File: config.mk
export PLATFORM = sky130hd
export DESIGN_NAME = cadc_ctrl
export DESIGN_NICKNAME = d
export VERILOG_FILES = /design/src/hdl/cadc_pkg.sv /design/src/hdl/cadc_sinc3.sv /design/src/hdl/cadc_ctrl.sv
export SDC_FILE = /design/constraint.sdc
export NUM_CORES = 1
export LEC_CHECK = 0
export ABC_AREA = 1
export BUFFER_PORTS_ARGS = -buffer_cell sky130_fd_sc_hd__buf_2
export CORE_MARGIN = 2
export CORE_UTILIZATION = 39
export DETAILED_ROUTE_END_ITERATION = 6
export PLACE_DENSITY = 0.66
export SLEW_MARGIN = 10
export SYNTH_ARGS = -nofsm -noshare
export SYNTH_HDL_FRONTEND = slang
export SYNTH_SLANG_ARGS = --single-unit
File: constraint.sdc
create_clock -name i_mclk -period 10.8 [get_ports i_mclk]
set_clock_uncertainty 0.1 [all_clocks]
set_input_delay 1.62 -clock i_mclk [delete_from_list [all_inputs] [get_ports i_mclk]]
set_output_delay 1.62 -clock i_mclk [all_outputs]
set_load 0.005 [all_outputs]
File: src/hdl/cadc_pkg.sv
// constants shared by the current converter control and its filter
package cadc_pkg;
  // ------------------------------------------------------------
  // clock and timing
  // ------------------------------------------------------------
  localparam int CLK_HZ = 10_000_000;
  localparam int SETTLE_US = 100;  // current_settle_time
  localparam int SETTLE_CYC = (SETTLE_US * CLK_HZ + 999_999) / 1_000_000;
  localparam int MOD_DIV = 4;      // modulator bit rate divider
  localparam int SKIP_OUTS = 2;    // filter outputs dropped after start

  // ------------------------------------------------------------
  // register offsets
  // ------------------------------------------------------------
  localparam logic [7:0] OFS_CTRL_ONE = 8'h00;
  localparam logic [7:0] OFS_CTRL_TWO = 8'h01;
  localparam logic [7:0] OFS_PIN_CFG_TWO = 8'h02;
  localparam logic [7:0] OFS_RES_HIGH = 8'h03;
  localparam logic [7:0] OFS_RES_MID = 8'h04;
  localparam logic [7:0] OFS_RES_LOW = 8'h05;
  localparam logic [7:0] OFS_STATUS = 8'h06;
  localparam logic [7:0] OFS_MASK = 8'h07;
  localparam logic [7:0] OFS_RUN_STAT = 8'h08;

  // ------------------------------------------------------------
  // field positions and reset values
  // ------------------------------------------------------------
  localparam int CTL1_GO = 0;      // write one starts or stops
  localparam int CTL1_MODE_LO = 1; // two bits
  localparam int CTL1_DEC_LO = 3;  // two bits, current_decimation_sel
  localparam int CTL2_ALIGN = 0;   // aux cell align selector
  localparam int CTL2_TGT_LO = 1;  // five bits, target main slot
  localparam int PIN2_RDY_EN = 0;
  localparam int ST_DONE = 0;
  localparam int ST_OVR = 1;
  localparam logic [7:0] CTL1_RST = 8'h00;
  localparam logic [7:0] CTL2_RST = 8'h00;
  localparam logic [7:0] PIN2_RST = 8'h00;
  localparam logic [7:0] MASK_RST = 8'h00;

  localparam logic [1:0] MODE_STOP = 2'h0;
  localparam logic [1:0] MODE_SINGLE = 2'h1;
  localparam logic [1:0] MODE_CONT = 2'h2;
  localparam logic ALIGN_DYN = 1'h0;
  localparam logic ALIGN_FIXED = 1'h1;

  // ------------------------------------------------------------
  // aux slot layout
  // ------------------------------------------------------------
  localparam logic [4:0] AUX_BAL_CODE = 5'h05;     // balance-channel item
  localparam logic [4:0] MAIN_SLOT_CELL8 = 5'h0C;  // main slot of cell 8
  localparam logic [4:0] AUX_SLOTS = 5'h10;        // aux slots per round

  // ------------------------------------------------------------
  // result coding, 24-bit two's complement
  // ------------------------------------------------------------
  localparam logic signed [24:0] FS_POS = 25'sh07F_FFF0;  // overrange edge
  localparam logic signed [24:0] FS_NEG = -25'sh07F_FFF0;
  localparam logic [23:0] SAT_POS = 24'h4C_CCCC;  // about 75 mV reading
  localparam logic [23:0] SAT_NEG = 24'hB3_3334;

  typedef enum logic [1:0] {CADC_IDLE, CADC_SETTLE, CADC_RUN} cadc_state_t;
endpackage : cadc_pkg

File: src/hdl/cadc_sinc3.sv
// third-order sinc decimator for the current modulator bit stream
module cadc_sinc3
  import cadc_pkg::*;
(
  input wire logic i_mclk,                 // system clock
  input wire logic i_rst_n,                // async reset, active low
  input wire logic i_clear,                // restart filter
  input wire logic i_mod_en,               // modulator bit strobe
  input wire logic i_mod_bit,              // modulator output bit
  input wire logic [1:0] i_dec_sel,        // decimation selector
  output logic o_valid,                    // result pulse
  output logic signed [24:0] o_raw         // signed result, full scale 2^23
);
  logic [24:0] int1_q, int2_q, int3_q;
  logic [24:0] dly1_q, dly2_q, dly3_q;
  logic [7:0] dec_cnt_q;
  logic [1:0] skip_q;
  logic [24:0] c1, c2, c3;
  logic [24:0] int1_d, int2_d, int3_d;
  logic [7:0] dec_last;
  logic [4:0] shift;

  // ratio 32/64/128/256 and the gain shift to reach 2^24
  assign dec_last = 8'(({8'h00, 8'h20} << i_dec_sel) - 16'h0001);
  assign shift = 5'(5'h09 - 5'(3 * i_dec_sel));
  // integrator sums that include this bit, so the third output is fully settled
  assign int1_d = int1_q + {24'h00_0000, i_mod_bit};
  assign int2_d = int2_q + int1_d;
  assign int3_d = int3_q + int2_d;
  assign c1 = int3_d - dly1_q;
  assign c2 = c1 - dly2_q;
  assign c3 = c2 - dly3_q;

  // integrators at the modulator bit rate, comb stages at the decimated rate
  always_ff @(posedge i_mclk or negedge i_rst_n) begin
    if (!i_rst_n) begin
      int1_q <= '0;
      int2_q <= '0;
      int3_q <= '0;
      dly1_q <= '0;
      dly2_q <= '0;
      dly3_q <= '0;
      dec_cnt_q <= '0;
    end else if (i_clear) begin
      int1_q <= '0;
      int2_q <= '0;
      int3_q <= '0;
      dly1_q <= '0;
      dly2_q <= '0;
      dly3_q <= '0;
      dec_cnt_q <= '0;
    end else if (i_mod_en) begin
      int1_q <= int1_d;
      int2_q <= int2_d;
      int3_q <= int3_d;
      dec_cnt_q <= (dec_cnt_q == dec_last) ? 8'h00 : dec_cnt_q + 8'h01;
      if (dec_cnt_q == dec_last) begin
        dly1_q <= int3_d;
        dly2_q <= c1;
        dly3_q <= c2;
      end
    end
  end

  // first two outputs only fill the pipe; third is the first result
  always_ff @(posedge i_mclk or negedge i_rst_n) begin
    if (!i_rst_n) begin
      skip_q <= '0;
      o_valid <= 1'b0;
      o_raw <= '0;
    end else begin
      o_valid <= 1'b0;
      if (i_clear) begin
        skip_q <= '0;
      end else if (i_mod_en && dec_cnt_q == dec_last) begin
        if (skip_q == 2'(SKIP_OUTS)) begin
          o_valid <= 1'b1;
          o_raw <= $signed((c3 << shift) - 25'h080_0000);
        end else begin
          skip_q <= skip_q + 2'h1;
        end
      end
    end
  end
endmodule : cadc_sinc3

File: src/hdl/cadc_ctrl.sv
// current converter control, result registers and aux slot alignment
// Behaviour
// align selector zero moves balance slot to target
// die temp slot first, other aux slots shift
// align selector one pins balance to slot 12
// differential input, plus/minus 125 mV full scale
// overrange result saturates near 75 mV
// two-bit selector sets decimation ratio
// shared start and mode, both converters stop together
// result is 24-bit two's complement, three bytes
// settle, first result full period, then third
// ready pin low on completion, high on read
// host sets ready enable bit to use pin
// three result bytes read as one conversion
//
// Design decisions made here: the register offsets and strobed register access.
module cadc_ctrl
  import cadc_pkg::*;
(
  input wire logic i_mclk,           // 10 MHz clock
  input wire logic i_rst_n,          // async reset, active low
  input wire logic [7:0] i_addr,     // register address
  input wire logic [7:0] i_wdata,    // write data
  input wire logic i_wr,             // write strobe
  input wire logic i_rd,             // read strobe
  output logic [7:0] o_rdata,        // read data, cycle after strobe
  input wire logic i_mod_bit,        // sense_pos_pin minus sense_neg_pin bit
  output logic o_mod_en,             // modulator bit strobe
  output logic o_conv_run,           // shared run level, both converters
  input wire logic [4:0] i_main_slot, // current main converter slot
  input wire logic i_main_round,     // pulse, main round starts
  output logic [4:0] o_aux_item,     // aux measurement for this slot
  output logic o_aux_bal,            // aux slot is the balance channel
  input wire logic i_gpio1,          // first gpio pin level
  output logic o_gpio1,              // first gpio pin drive value
  output logic o_gpio1_oe_n,         // low while driving the pin
  output logic o_irq                 // level interrupt
);
  // ------------------------------------------------------------
  // declarations
  // ------------------------------------------------------------
  cadc_state_t state_q, state_d;
  logic [7:0] ctl1_q, ctl2_q, pin2_q, mask_q, status_q;
  logic [1:0] mode_q;         // mode latched at go
  logic [1:0] dec_q;          // ratio latched at go
  logic [23:0] result_q;      // last conversion, all bytes together
  logic [15:0] shadow_q;      // mid and low frozen at high read
  logic rdy_n_q;              // ready pin level
  logic [9:0] settle_q;
  logic [1:0] div_q;
  logic [4:0] aux_pos_q;
  logic [7:0] rdata_q;
  logic go, go_start, go_stop, rd_high;
  logic flt_valid, flt_clear, ovr;
  logic signed [24:0] flt_raw;
  logic [23:0] clamped;
  logic [4:0] bal_pos;
  logic [7:0] status_set;

  // ------------------------------------------------------------
  // helper functions
  // ------------------------------------------------------------
  // register hit check used by decode
  function automatic logic hit(input logic [7:0] a, input logic [7:0] ofs);
    return a == ofs;
  endfunction : hit

  // aux item for a slot position, skipping the balance position
  function automatic logic [4:0] aux_item_of(input logic [4:0] pos,
                                             input logic [4:0] bal);
    logic [4:0] idx;
    idx = (pos < bal) ? pos : pos - 5'h01;
    if (pos == bal) begin
      return AUX_BAL_CODE;
    end
    return (idx < AUX_BAL_CODE) ? idx : idx + 5'h01;
  endfunction : aux_item_of

  // ------------------------------------------------------------
  // bus decode
  // ------------------------------------------------------------
  assign go = i_wr && hit(i_addr, OFS_CTRL_ONE) && i_wdata[CTL1_GO];
  assign go_start = go && (i_wdata[CTL1_MODE_LO +: 2] != MODE_STOP);
  assign go_stop = go && (i_wdata[CTL1_MODE_LO +: 2] == MODE_STOP);
  assign rd_high = i_rd && hit(i_addr, OFS_RES_HIGH);

  // control registers, go bit is not stored
  always_ff @(posedge i_mclk or negedge i_rst_n) begin
    if (!i_rst_n) begin
      ctl1_q <= CTL1_RST;
      ctl2_q <= CTL2_RST;
      pin2_q <= PIN2_RST;
      mask_q <= MASK_RST;
    end else if (i_wr) begin
      if (hit(i_addr, OFS_CTRL_ONE)) begin
        ctl1_q <= {3'h0, i_wdata[4:1], 1'b0};
      end
      if (hit(i_addr, OFS_CTRL_TWO)) begin
        ctl2_q <= {2'h0, i_wdata[5:0]};
      end
      if (hit(i_addr, OFS_PIN_CFG_TWO)) begin
        pin2_q <= {7'h00, i_wdata[PIN2_RDY_EN]};
      end
      if (hit(i_addr, OFS_MASK)) begin
        mask_q <= {6'h00, i_wdata[1:0]};
      end
    end
  end

  // ------------------------------------------------------------
  // run sequencing
  // ------------------------------------------------------------
  // settle after go, then run until single result or stop command
  always_comb begin
    state_d = state_q;
    case (state_q)
      CADC_IDLE: begin
        if (go_start) begin
          state_d = CADC_SETTLE;
        end
      end
      CADC_SETTLE: begin
        if (go_stop) begin
          state_d = CADC_IDLE;
        end else if (settle_q == 10'(SETTLE_CYC - 1)) begin
          state_d = CADC_RUN;
        end
      end
      CADC_RUN: begin
        if (go_stop) begin
          state_d = CADC_IDLE;
        end else if (go_start) begin
          state_d = CADC_SETTLE;
        end else if (flt_valid && mode_q == MODE_SINGLE) begin
          state_d = CADC_IDLE;
        end
      end
      default: begin
        state_d = CADC_IDLE;
      end
    endcase
  end

  always_ff @(posedge i_mclk or negedge i_rst_n) begin
    if (!i_rst_n) begin
      state_q <= CADC_IDLE;
    end else begin
      state_q <= state_d;
    end
  end

  // settings sampled at go
  always_ff @(posedge i_mclk or negedge i_rst_n) begin
    if (!i_rst_n) begin
      mode_q <= MODE_STOP;
      dec_q <= 2'h0;
    end else if (go_start) begin
      mode_q <= i_wdata[CTL1_MODE_LO +: 2];
      dec_q <= i_wdata[CTL1_DEC_LO +: 2];
    end
  end

  // settling counter
  always_ff @(posedge i_mclk or negedge i_rst_n) begin
    if (!i_rst_n) begin
      settle_q <= '0;
    end else if (state_q != CADC_SETTLE || go_start) begin
      settle_q <= '0;
    end else begin
      settle_q <= settle_q + 10'h001;
    end
  end

  // modulator bit rate enable
  always_ff @(posedge i_mclk or negedge i_rst_n) begin
    if (!i_rst_n) begin
      div_q <= '0;
    end else if (state_q != CADC_RUN) begin
      div_q <= '0;
    end else begin
      div_q <= (div_q == 2'(MOD_DIV - 1)) ? 2'h0 : div_q + 2'h1;
    end
  end

  assign o_mod_en = (state_q == CADC_RUN) && (div_q == 2'(MOD_DIV - 1));
  assign o_conv_run = (state_q != CADC_IDLE);
  assign flt_clear = (state_q != CADC_RUN);

  // ------------------------------------------------------------
  // filter and result coding
  // ------------------------------------------------------------
  cadc_sinc3 u_sinc3 (
    .i_mclk(i_mclk),
    .i_rst_n(i_rst_n),
    .i_clear(flt_clear),
    .i_mod_en(o_mod_en),
    .i_mod_bit(i_mod_bit),
    .i_dec_sel(dec_q),
    .o_valid(flt_valid),
    .o_raw(flt_raw)
  );

  // full scale maps to plus/minus 2^23, beyond it clamp near 75 mV
  assign ovr = (flt_raw >= FS_POS) || (flt_raw <= FS_NEG);
  assign clamped = !ovr ? flt_raw[23:0] :
                   (flt_raw[24] ? SAT_NEG : SAT_POS);

  // all three bytes updated in one edge
  always_ff @(posedge i_mclk or negedge i_rst_n) begin
    if (!i_rst_n) begin
      result_q <= '0;
    end else if (flt_valid && state_q == CADC_RUN) begin
      result_q <= clamped;
    end
  end

  // mid and low frozen when the high byte is read
  always_ff @(posedge i_mclk or negedge i_rst_n) begin
    if (!i_rst_n) begin
      shadow_q <= '0;
    end else if (rd_high) begin
      shadow_q <= result_q[15:0];
    end
  end

  // ------------------------------------------------------------
  // ready pin and interrupt
  // ------------------------------------------------------------
  // completion pulls low, high byte read releases, completion wins
  always_ff @(posedge i_mclk or negedge i_rst_n) begin
    if (!i_rst_n) begin
      rdy_n_q <= 1'b1;
    end else if (flt_valid && state_q == CADC_RUN) begin
      rdy_n_q <= 1'b0;
    end else if (rd_high) begin
      rdy_n_q <= 1'b1;
    end
  end

  assign o_gpio1 = rdy_n_q;
  assign o_gpio1_oe_n = !pin2_q[PIN2_RDY_EN];

  assign status_set = {6'h00, ovr && flt_valid && state_q == CADC_RUN,
                       flt_valid && state_q == CADC_RUN};

  // sticky status, write one clears, new event wins
  always_ff @(posedge i_mclk or negedge i_rst_n) begin
    if (!i_rst_n) begin
      status_q <= '0;
    end else if (i_wr && hit(i_addr, OFS_STATUS)) begin
      status_q <= (status_q & ~i_wdata) | status_set;
    end else begin
      status_q <= status_q | status_set;
    end
  end

  assign o_irq = |(status_q & mask_q);

  // ------------------------------------------------------------
  // aux slot alignment
  // ------------------------------------------------------------
  // balance slot follows target main slot or fixed cell 8 slot
  assign bal_pos = (ctl2_q[CTL2_ALIGN] == ALIGN_DYN) ?
                   ctl2_q[CTL2_TGT_LO +: 5] :
                   MAIN_SLOT_CELL8;

  // aux slot position runs with the main slot stream
  always_ff @(posedge i_mclk or negedge i_rst_n) begin
    if (!i_rst_n) begin
      aux_pos_q <= '0;
    end else if (i_main_round) begin
      aux_pos_q <= '0;
    end else if (o_conv_run) begin
      aux_pos_q <= i_main_slot;
    end
  end

  // position zero is die_temp_sensor_two, the rest shift around
  always_ff @(posedge i_mclk or negedge i_rst_n) begin
    if (!i_rst_n) begin
      o_aux_item <= '0;
      o_aux_bal <= 1'b0;
    end else begin
      o_aux_item <= aux_item_of(aux_pos_q, bal_pos);
      o_aux_bal <= (aux_pos_q == bal_pos) && (aux_pos_q < AUX_SLOTS);
    end
  end

  // ------------------------------------------------------------
  // read data
  // ------------------------------------------------------------
  always_ff @(posedge i_mclk or negedge i_rst_n) begin
    if (!i_rst_n) begin
      rdata_q <= '0;
    end else if (i_rd) begin
      case (i_addr)
        OFS_CTRL_ONE: rdata_q <= ctl1_q;
        OFS_CTRL_TWO: rdata_q <= ctl2_q;
        OFS_PIN_CFG_TWO: rdata_q <= pin2_q;
        OFS_RES_HIGH: rdata_q <= result_q[23:16];
        OFS_RES_MID: rdata_q <= shadow_q[15:8];
        OFS_RES_LOW: rdata_q <= shadow_q[7:0];
        OFS_STATUS: rdata_q <= status_q;
        OFS_MASK: rdata_q <= mask_q;
        OFS_RUN_STAT: rdata_q <= {4'h0, i_gpio1, !rdy_n_q, state_q};
        default: rdata_q <= 8'h00;
      endcase
    end else begin
      rdata_q <= 8'h00;
    end
  end

  assign o_rdata = rdata_q;
endmodule : cadc_ctrl

Yosys cells after proc, flatten, opt, wreduce, memory -nomap -nowiden
Cells that the tools add are included.
Word-level totals
  logic and storage cells: 163
  flip-flop bits (word level): 285
  bits of input ports: 28
Cells by class
  mux-type cells: 49
  shifts and indexed selects: 2
  $lt $le $gt $ge: 5
  $add $sub $neg: 15
  bitwise logic cells: 6
  multiply operators: 1
  equal/unequal tests: 22
  reductions and logical operators: 36
Operators by type and width (number)
  25-bit 2-to-1 mux: 15
  25-bit subtractor: 3
  8-bit case mux with 9 select lines: 1
  25-bit adder: 2
  24-bit 2-to-1 mux: 2
  8-bit 2-to-1 mux: 5
  5-bit 2-to-1 mux: 7
  8-bit by 3-bit == test with 1-bit output (second input constant): 4
  25-bit by 1-bit adder with 25-bit output: 1
  25-bit by 24-bit greater-or-equal comparator with 1-bit output (second input constant): 1
  25-bit by 24-bit <= comparator with 1-bit output (second input constant): 1
  25-bit by 5-bit << shifter with 25-bit output: 1
  25-bit by 24-bit subtractor with 25-bit output (second input constant): 1
  2-bit 2-to-1 mux: 11
  8-bit by 2-bit == test with 1-bit output (second input constant): 2
  8-bit by 2-bit OR with 8-bit output: 2
  2-bit nonzero test: 7
  1-bit logical AND: 13
  2-bit AND reduction: 6
  10-bit by 1-bit adder with 10-bit output (second input constant): 1
  10-bit == test (second input constant): 1
  10-bit 2-to-1 mux: 1
  8-bit by 1-bit adder with 8-bit output (second input constant): 1
  8-bit by 2-bit bitwise AND with 8-bit output: 1
  other kinds (31): 46

Depth between registers and ports, before layout
Gate-level depths: netlist of run 1.
  depth after elaboration: 8
  depth in mapped cells: 64
  depth with buffers taken out: 64

Cells and area by module
From an unflattened synthesis of run 1, not the netlist that was laid out.
Second synthesis, totals
  cell total of the unflattened synthesis: 2557
  area total of the unflattened synthesis: 19571.3 um2
Modules (own cells, without submodules)
  cadc_sinc3: cells each 1912, times used 1, seq. area each 4654.5 um2, area an instance 14472.6 um2
  cadc_ctrl: cells each 645, times used 1, seq. area each 2478.6 um2, area an instance 5098.6 um2

Worst setup path after synthesis of run 1
Ideal clock, no wire load.
  path type: in2reg
  start point: input port i_mod_bit
  end point: register u_sinc3.o_raw[24]
  stages on the path: 55
  setup time: 0.117 ns
  setup slack: 1.982 ns
  arrival time: 8.601 ns
  data required time: 10.583 ns
  cells stage by stage: ha_1 -> nand2_2 -> nor2_4 -> inv_1 -> nor2_1 -> nand2_1 -> nand2_1 -> inv_1 -> ha_1 -> nand2_1 -> nand2_1 -> a21oi_1 -> nand2_1 -> a21oi_1 -> inv_1 -> a31oi_1 -> inv_1 -> a21oi_1 -> [... 19 more ...] -> xor2_1 -> inv_1 -> ha_1 -> inv_1 -> nor3_1 -> a211oi_1 -> nand2_1 -> nor2_1 -> xor2_1 -> inv_1 -> nand3_2 -> nand3_2 -> nand3_2 -> nand3_2 -> nand2_2 -> nand3_1 -> nand3_1 -> nand2_1
Between the ends
  longest elaborated chain between the ends: 8
Ends and longest elaborated chain
  start, declared: RTL line cadc_ctrl.sv:27  | input wire logic i_mod_bit,
  25-bit by 1-bit adder with 25-bit output: RTL line cadc_sinc3.sv:27  | assign int1_d = int1_q + {24'h00_0000, i_mod_bit};
  25-bit adder: RTL line cadc_sinc3.sv:28  | assign int2_d = int2_q + int1_d;
  25-bit adder: RTL line cadc_sinc3.sv:29  | assign int3_d = int3_q + int2_d;
  25-bit subtractor: RTL line cadc_sinc3.sv:30  | assign c1 = int3_d - dly1_q;
  25-bit subtractor: RTL line cadc_sinc3.sv:31  | assign c2 = c1 - dly2_q;
  25-bit subtractor: RTL line cadc_sinc3.sv:32  | assign c3 = c2 - dly3_q;
  25-bit by 5-bit << shifter with 25-bit output: RTL line cadc_sinc3.sv:78  | o_raw <= $signed((c3 << shift) - 25'h080_0000);
  25-bit by 24-bit subtractor with 25-bit output: RTL line cadc_sinc3.sv:78
  end signal, assigned: RTL line cadc_sinc3.sv:78
  end, declared: RTL line cadc_sinc3.sv:12  | output logic signed [24:0] o_raw
No other way between the ends.
A chain may end at the register's enable or synchronous reset.

Worst setup path in the final report of run 1
Ends and elaborated chain as after synthesis.

==> results of run 1 <==
[registers in the layout, indices dropped and copies added (netlist names), 6 cells and up]
signal and cells:
u_sinc3.dly1_q 25, u_sinc3.dly2_q 25, u_sinc3.dly3_q 25, u_sinc3.int1_q 25, u_sinc3.int2_q 25, u_sinc3.int3_q 25, u_sinc3.o_raw 25, result_q 24
shadow_q 16, settle_q 10, o_rdata 8, status_q 8, u_sinc3.dec_cnt_q 8, ctl2_q 6
[worst max path at each step]
stage,from,to
2_1_floorplan,i_mod_bit,u_sinc3.o_raw[24]$_DFFE_PN0P_
3_3_place_gp,i_mod_bit,u_sinc3.o_raw[24]$_DFFE_PN0P_
3_5_place_dp,i_mod_bit,u_sinc3.o_raw[24]$_DFFE_PN0P_
4_1_cts,i_mod_bit,u_sinc3.o_raw[24]$_DFFE_PN0P_
5_1_grt,i_mod_bit,u_sinc3.o_raw[24]$_DFFE_PN0P_
6_report,i_mod_bit,u_sinc3.o_raw[24]$_DFFE_PN0P_
[logic make-up (layout without fill, tap and decap cells)]
logic type,Yosys count,after routing,synth area share (%)
adders and majority gates,152,152,10.3
buffers and inverters,436,490,8.91
xor gates and xnor gates,135,135,6.28
muxes,12,12,0.651
DFF,285,285,37.9
and+or+nand+nor,823,823,19.1
AOI/OAI and AO/OA,558,558,16.9
[layout make-up]
type / count / area, sq um
fill: 4757 / 26900
clock buffer: 43 / 901
tap: 615 / 769
timing repair buffer: 56 / 328
clock inverter: 12 / 198
multi-input combinational: 1680 / 10000
inverter: 379 / 1420
sequential: 285 / 7130
[layout by cell type (no fill, tap or decap), types with 38 or more instances in the layout]
cell	n
dfrtp_1	284
o21ai_0	190
o21ai_1	52
xnor2_1	38
a21oi_1	141
o22ai_1	66
nand2_1	487
ha_1	147
inv_1	363
buf_2	45
nor2_1	117
nand3_1	90
xor2_1	97
[through the flow]
| step | setup WS (ns) | util [%] | cell area [sq um] |
|---|---|---|---|
| after detailed placement | 0.814 | 41.3 | 19700 |
| final | 1.33 | 43.6 | 20800 |
| after floorplan | 1.98 | - | 18800 |
| after global routing | 0.419 | 43.6 | 20800 |
| after CTS | 1.38 | 43.6 | 20800 |
| after global placement | 0.995 | 41.3 | 19700 |
[power breakdown]
group	switching, mW	total (mW)	internal, mW
Combinational	0.120	0.169	0.0497
Clock	0.452	1.15	0.698
Sequential	0.00735	1.09	1.08
[per-layer routing]
metal / wire length (microns) / part of all wire [%]
met2: 22200 / 49
met5: 0 / 0
met1: 21100 / 46
met3: 1370 / 3.0
met4: 944 / 2.1
[critical path, delay by kind of cell]
family	cells	cell delay [ns]
AOI/OAI and AO/OA	14	2.63
xor gates and xnor gates	5	1.11
buffers and inverters	12	0.92
adders and majority gates	6	1.77
and+or+nand+nor	20	1.82
==> results.yml, run 1 <==
sta:
  fmax_ghz: 0.106
  holdWs_ns: 0.342
  rsz0062_at_grt: "false"
  finalSetupViolations: 0
  setup_tns_ns: 0
  period_minus_slack_ns: 9.47
  min_period_over_period_pct: 87.7
  relSlewSlack_pct: 32.3
  finalHoldViolations: 0
  slew_viol_final: 0
  worstMarginPinSlew_ns: 1.01
global_routing:
  top_usage_layer: "met2"
  grt_max_degree: 172
  grt_remaining_overflow: 0
  grtUsageTotal_pct: 18.4
  use_met3_pct: 1.99
  antenna_found_initial: 0
  use_met2_pct: 33.0
  grt_pass1_vias: 15800
  gr-usage-met1_pct: 24.0
  grt_pass1_wl_mm: 78.0
pwr:
  leakage_nw: 10.6
  total_power_mw: 2.41
  p_per_area_nw_per_um2: 116
  peakVddDrop_mv: 0.111
synthesis:
  yosysSeqAreaShare_pct: 37.9
  synth_fp_nets: 2581
  async_flop_share_pct: 100
  yosysMostFrequentCell: "nand2_1"
  synth-edff-count: 0
  synth_commonest_cells: "nand2_1, inv_1, dfrtp_1, o21ai_0, ha_1"
  synthTopCellsByArea: "dfrtp_1, ha_1, nand2_1"
  syn_avg_cell_area_sq_um: 7.85
  syn_area_sq_um: 18800
  yosysWarnings: 0
  ys_ff_latch: 285
  synth_cells: 2401
  yosysTopAreaCell: "dfrtp_1"
  yosysTopAreaCellShare_pct: 37.7
  yosysUniqueCellTypes: 63
  synth_ff_type: "dfrtp_1"
placed_design:
  place_congestion: 0.885
  dpl.hpwl_mm: 33.8
  dp.cells: 3015
  port_buffers: 46
critical_path:
  reg2reg_slack_ns: 2.07
  worst-setup-path-type: "in2reg"
  path_common_cell: "inv_1"
  crit_slowest_cell: "ha_1"
  end_kind: "flip-flop"
  startpoint_type: "input port"
  r2r_cells: 56
  cp_slowest_stage_delay_ns: 0.35
  r2r-end: "u_sinc3.o_raw[24]$_DFFE_PN0P_"
  worstPathMaxFanout: 5
  rr_startpoint: "u_sinc3.int1_q[0]$_DFFE_PN0P_"
  critPathRequiredTime_ns: 11.21
  arrival_ns: 9.88
finish:
  final_nets: 2613
  syn2layout_area_growth_pct: 10.4
  num_antenna_cells: 0
  drive_gt1_share_pct: 7.33
  stdcell_count: 3070
cts:
  cts_tree: "done"
  cts-htree-levels: 1
  ctsResizeCount: 0
  clockBufferDepth: 3
  clock_latency_ns: 0.58
  cts.clk_slew.worst_paths_ns: 0.06
  clock-root-buffer: "clkbuf_16"
  cts_hold_buf: 0
  cts_sinks: 285
  cts_buffers: 31
  cts_setup_buffers: 0
drt:
  drt_iter0_drc: 1004
  routed_wl_mm: 45.6
  via_count: 16000
  viasPerCell: 5.21
  wire_per_inst_microns: 14.9
  antenna_left: 0
  drc: 0
  drt_pass1_iterations: 7
hold_path:
  holdPathStages: 1
  hold_path.class: "reg2reg"
  min_from: "div_q[0]$_DFF_PN0_"
  min_to: "div_q[0]$_DFF_PN0_"
floorplanning:
  rows: 80
  dieArea_sq_um: 50100
  die_w_microns: 224
  fp.dieH_microns: 224
  core_sq_um: 47700
  ios: 47
  initial_core_util_pct: 39.5
flow_run:
  drv_cap: 0
outcome:
  run_status: "finished clean"
Note: power is estimated with default switching activity, not from simulation.
==> inputs of run 2 (changes only) <==
- ABC_AREA: 1 -> unset
==> results.yml, run 2 <==
cts:
  cts_sinks: 285
  cts_hold_buf: 0
  cts_tree: "done"
  cts_buffers: 31
  cts.clk_slew.worst_paths_ns: 0.06
  clock-root-buffer: "clkbuf_16"
  cts-htree-levels: 1
  clock_latency_ns: 0.59
  clockBufferDepth: 3
critical_path:
  end_kind: "flip-flop"
  startpoint_type: "input port"
  crit_slowest_cell: "mux4_2"
  worst-setup-path-type: "in2reg"
  arrival_ns: 10.62
  cp_slowest_stage_delay_ns: 0.49
  path_common_cell: "ha_1"
  reg2reg_slack_ns: 1.31
  crit_family: "simple AND/OR/NAND/NOR gates"
  worstPathMaxFanout: 5
  critPathRequiredTime_ns: 11.17
  path_buf_inv: 1
hold_path:
  hold_path.class: "reg2reg"
finish:
  multi_input_area_sq_um: 11400
  n_fill_cell: 4762
  final_common_cell: "dfrtp_1"
  stdcell_area_sq_um: 21300
  drive_gt1_share_pct: 9.10
  final_cell_mix: "dfrtp_1, nand2_1, nor2_1, o21ai_0, ha_1"
  final_nets: 2366
  syn2layout_area_growth_pct: 11.0
  regArea_sq_um: 7130
  num_antenna_cells: 0
outcome:
  run_status: "finished clean"
drt:
  wire_per_inst_microns: 15.4
  viasPerCell: 5.40
  drc: 0
  routed_wl_mm: 44.2
  via_count: 15500
  drt_pass1_iterations: 5
  drt_iter0_drc: 1287
  antenna_left: 0
floorplanning:
  die_w_microns: 226
  core_sq_um: 48700
  fp.dieH_microns: 226
  initial_core_util_pct: 39.3
  rows: 81
  ios: 47
  dieArea_sq_um: 51000
sta:
  worstMarginPinSlew_ns: 1.15
  setup_tns_ns: 0
  holdWs_ns: 0.376
  period_minus_slack_ns: 10.25
  relSlewSlack_pct: 23.2
  finalSetupViolations: 0
  slew_viol_final: 0
  fmax_ghz: 0.0976
  setup_slack_ns: 0.549
  finalHoldViolations: 0
  min_period_over_period_pct: 94.9
synthesis:
  synth-edff-count: 0
  synth_commonest_cells: "dfrtp_1, nand2_1, nor2_1, o21ai_0, ha_1"
  syn_avg_cell_area_sq_um: 8.92
  synthTopCellsByArea: "dfrtp_1, ha_1, nand2_1"
  yosysWarnings: 0
  synth_ff_type: "dfrtp_1"
  yosysSeqAreaShare_pct: 37.2
  ys_ff_latch: 285
  async_flop_share_pct: 100
  synth_fp_nets: 2331
  syn_area_sq_um: 19200
  synth_cells: 2151
  yosysTopAreaCell: "dfrtp_1"
  yosysTopAreaCellShare_pct: 37.1
  yosysUniqueCellTypes: 83
  yosysMostFrequentCell: "dfrtp_1"
flow_run:
  drv_cap: 0
global_routing:
  grt_max_degree: 159
  grt_pass1_wl_mm: 73.9
  grt_pass1_vias: 15100
  grtUsageTotal_pct: 17.2
  grt_remaining_overflow: 0
  antenna_found_initial: 0
placed_design:
  dpl.hpwl_mm: 31.6
  place_congestion: 0.875
  port_buffers: 46
  place_area_sq_um: 20200
  preCtsSetupSlack_ns: -0.169
## run 2: final cells by class
type	instances	area share [%]
sequential	285	33.5
tap	664	3.90
inverter	124	2.19
timing repair buffer	79	2.35
clock inverter	11	0.488
multi-input combinational	1665	53.4
clock buffer	46	4.14
## run 2: metrics by stage
step                      std cells  util (%)
after CTS                      2871      43.5
after global routing           2874      43.7
final                          2874      43.7
after global placement         2814      41.4
after detailed placement       2814      41.4
after floorplan                2151         -
## run 2: cells by family (layout without fill, tap and decap cells)
group / after synthesis / count (layout) / share of synthesized area (%)
xor+xnor: 180 / 180 / 8.29
buf+inv: 201 / 260 / 4.02
flops: 285 / 285 / 37.2
fa+ha+maj: 152 / 152 / 10.1
compound gates: 519 / 519 / 17.3
simple gates: 705 / 705 / 16.8
mux: 109 / 109 / 6.25
## run 2: final timing paths
check,cells past startpoint,to,start
max in group asynchronous,2,u_sinc3.int2_q[17]$_DFFE_PN0P_,i_rst_n
min in group asynchronous,1,shadow_q[15]$_DFFE_PN0P_,i_rst_n
setup reg to reg,47,u_sinc3.o_raw[24]$_DFFE_PN0P_,u_sinc3.int1_q[0]$_DFFE_PN0P_
hold reg to reg,2,result_q[11]$_DFFE_PN0P_,result_q[11]$_DFFE_PN0P_
hold / removal,2,result_q[11]$_DFFE_PN0P_,result_q[11]$_DFFE_PN0P_
setup / recovery,48,u_sinc3.o_raw[24]$_DFFE_PN0P_,i_mod_bit
## run 2: per-layer routing
layer / routed length [microns] / track usage, % / vias to the layer above / share of wire, %
li1: - / - / 7620 / -
met1: 21100 / 24.3 / 7491 / 48
met2: 20500 / 28.6 / 344 / 46
met3: 1980 / 1.98 / 52 / 4.5
met4: 703 / 3.42 / 0 / 1.6
met5: 0 / 0 / - / 0
## run 2: tightest hold or removal path, cell delays in order (launching register included)
cell,delay (ns)
dfrtp_1,0.34
nand2_1,0.05
o21ai_0,0.06
## run 2: timing repair
action                     CTS  global route
setup endpoints to repair    0             5
buffers inserted             0             3
resized for setup            0            14
Power of run 2 is left out: the tool's default activity adds up to more than one toggle a clock period on the data nets, which glitch-free logic cannot reach.
==> inputs of run 3 (changes only) <==
- PLACE_DENSITY: 0.66 -> 0.61
==> results.yml, run 3 (same netlist as run 2, synthesis figures left out) <==
outcome:
  run_status: "finished clean"
finish:
  num_antenna_cells: 0
  final_common_cell: "dfrtp_1"
  final_nets: 2372
  final_cell_mix: "dfrtp_1, nand2_1, nor2_1, o21ai_0, ha_1"
  drive_gt1_share_pct: 9.49
  n_fill_cell: 4746
  stdcell_area_sq_um: 21400
  syn2layout_area_growth_pct: 11.5
critical_path:
  worst-setup-path-type: "in2reg"
  critPathRequiredTime_ns: 11.10
  worstPathMaxFanout: 8
  end_kind: "flip-flop"
  path_common_cell: "ha_1"
  crit_slowest_cell: "mux4_2"
  r2r_cells: 41
  arrival_ns: 10.51
  cp_slowest_stage_delay_ns: 0.48
  startpoint_type: "input port"
floorplanning:
  ios: 47
  die_w_microns: 226
  rows: 81
  core_sq_um: 48700
  dieArea_sq_um: 51000
  fp.dieH_microns: 226
  initial_core_util_pct: 39.3
sta:
  finalHoldViolations: 0
  worstMarginPinSlew_ns: 1.08
  finalSetupViolations: 0
  relSlewSlack_pct: 27.7
  fmax_ghz: 0.0979
  period_minus_slack_ns: 10.21
  min_period_over_period_pct: 94.6
  slew_viol_final: 0
drt:
  drt_iter0_drc: 1038
  antenna_left: 0
  routed_wl_mm: 44.6
  top_layer_used: "met4"
  via_count: 15300
  viasPerCell: 5.33
  drc: 0
  wl_met3_mm: 1.71
  wl_met1_mm: 21.7
  drt_pass1_iterations: 7
  wl_met2_mm: 20.4
  wire_per_inst_microns: 15.5
global_routing:
  grt_pass1_wl_mm: 75.0
  antenna_found_initial: 0
  grt_pass1_vias: 14800
  grt_max_degree: 175
  grtUsageTotal_pct: 17.6
  grt_remaining_overflow: 0
cts:
  clock-root-buffer: "clkbuf_16"
  cts_buffers: 34
  clockBufferDepth: 3
  cts_sinks: 285
  cts_tree: "done"
  cts-htree-levels: 2
  clock_latency_ns: 0.52
  cts.clk_slew.worst_paths_ns: 0.06
  cts_hold_buf: 0
flow_run:
  drv_cap: 0
placed_design:
  place_congestion: 0.879
  dpl.hpwl_mm: 31.7
  port_buffers: 46
  place_area_sq_um: 20200
hold_path:
  hold_path.class: "reg2reg"
  holdPathStages: 2
==> run 3: critical path: cells and delay by family <==
| family | cells | cell delay [ns] |
|---|---|---|
| AOI/OAI and AO/OA | 18 | 3.58 |
| xor gates and xnor gates | 4 | 0.75 |
| adders and majority gates | 6 | 1.95 |
| buffers and inverters | 3 | 0.36 |
| muxes | 1 | 0.48 |
| and+or+nand+nor | 10 | 1.74 |
==> run 3: repair_timing <==
action	CTS	global route
gates resized for setup	0	22
setup endpoints to repair	0	4
buffers inserted	0	3
==> run 3: cell type report <==
cell class	count	area, sq um	share of cell area [%]
multi-input cells	1665	11400	53.3
flip-flops and latches	285	7130	33.3
clock buffers	50	972	4.55
well taps	664	831	3.88
repair buffers	82	523	2.45
inverters	124	465	2.18
clock inverters	8	72.6	0.339
==> run 3: per-layer routing <==
layer	vias up	track usage, %
li1	7641	-
met3	57	2.19
met2	282	28.4
met5	-	0
met4	0	4.06
met1	7368	25.1
==> run 3: final timing paths <==
kind,start,to,slack [ns]
max reg2reg,u_sinc3.int1_q[0]$_DFFE_PN0P_,u_sinc3.o_raw[24]$_DFFE_PN0P_,1.40
min reg2reg,result_q[2]$_DFFE_PN0P_,result_q[2]$_DFFE_PN0P_,0.37
max,i_mod_bit,u_sinc3.o_raw[24]$_DFFE_PN0P_,0.59
min in group asynchronous,i_rst_n,shadow_q[14]$_DFFE_PN0P_,1.02
min,result_q[2]$_DFFE_PN0P_,result_q[2]$_DFFE_PN0P_,0.37
max in group asynchronous,i_rst_n,u_sinc3.dly2_q[7]$_DFFE_PN0P_,8.03
==> run 3: through the flow <==
stage,util [%],TNS [ns],hold WS [ns],setup WS [ns],instances
CTS,43.6,0,0.374,0.481,2875
global route,43.9,-0.0848,0.407,-0.0848,2878
global placement,41.5,0,0.348,0.265,2817
detailed placement,41.5,-0.0338,0.362,-0.0338,2817
floorplan,-,0,0.315,0.718,2151
finish,43.9,0,0.369,0.588,2878
Power of run 3 is left out for the same reason.
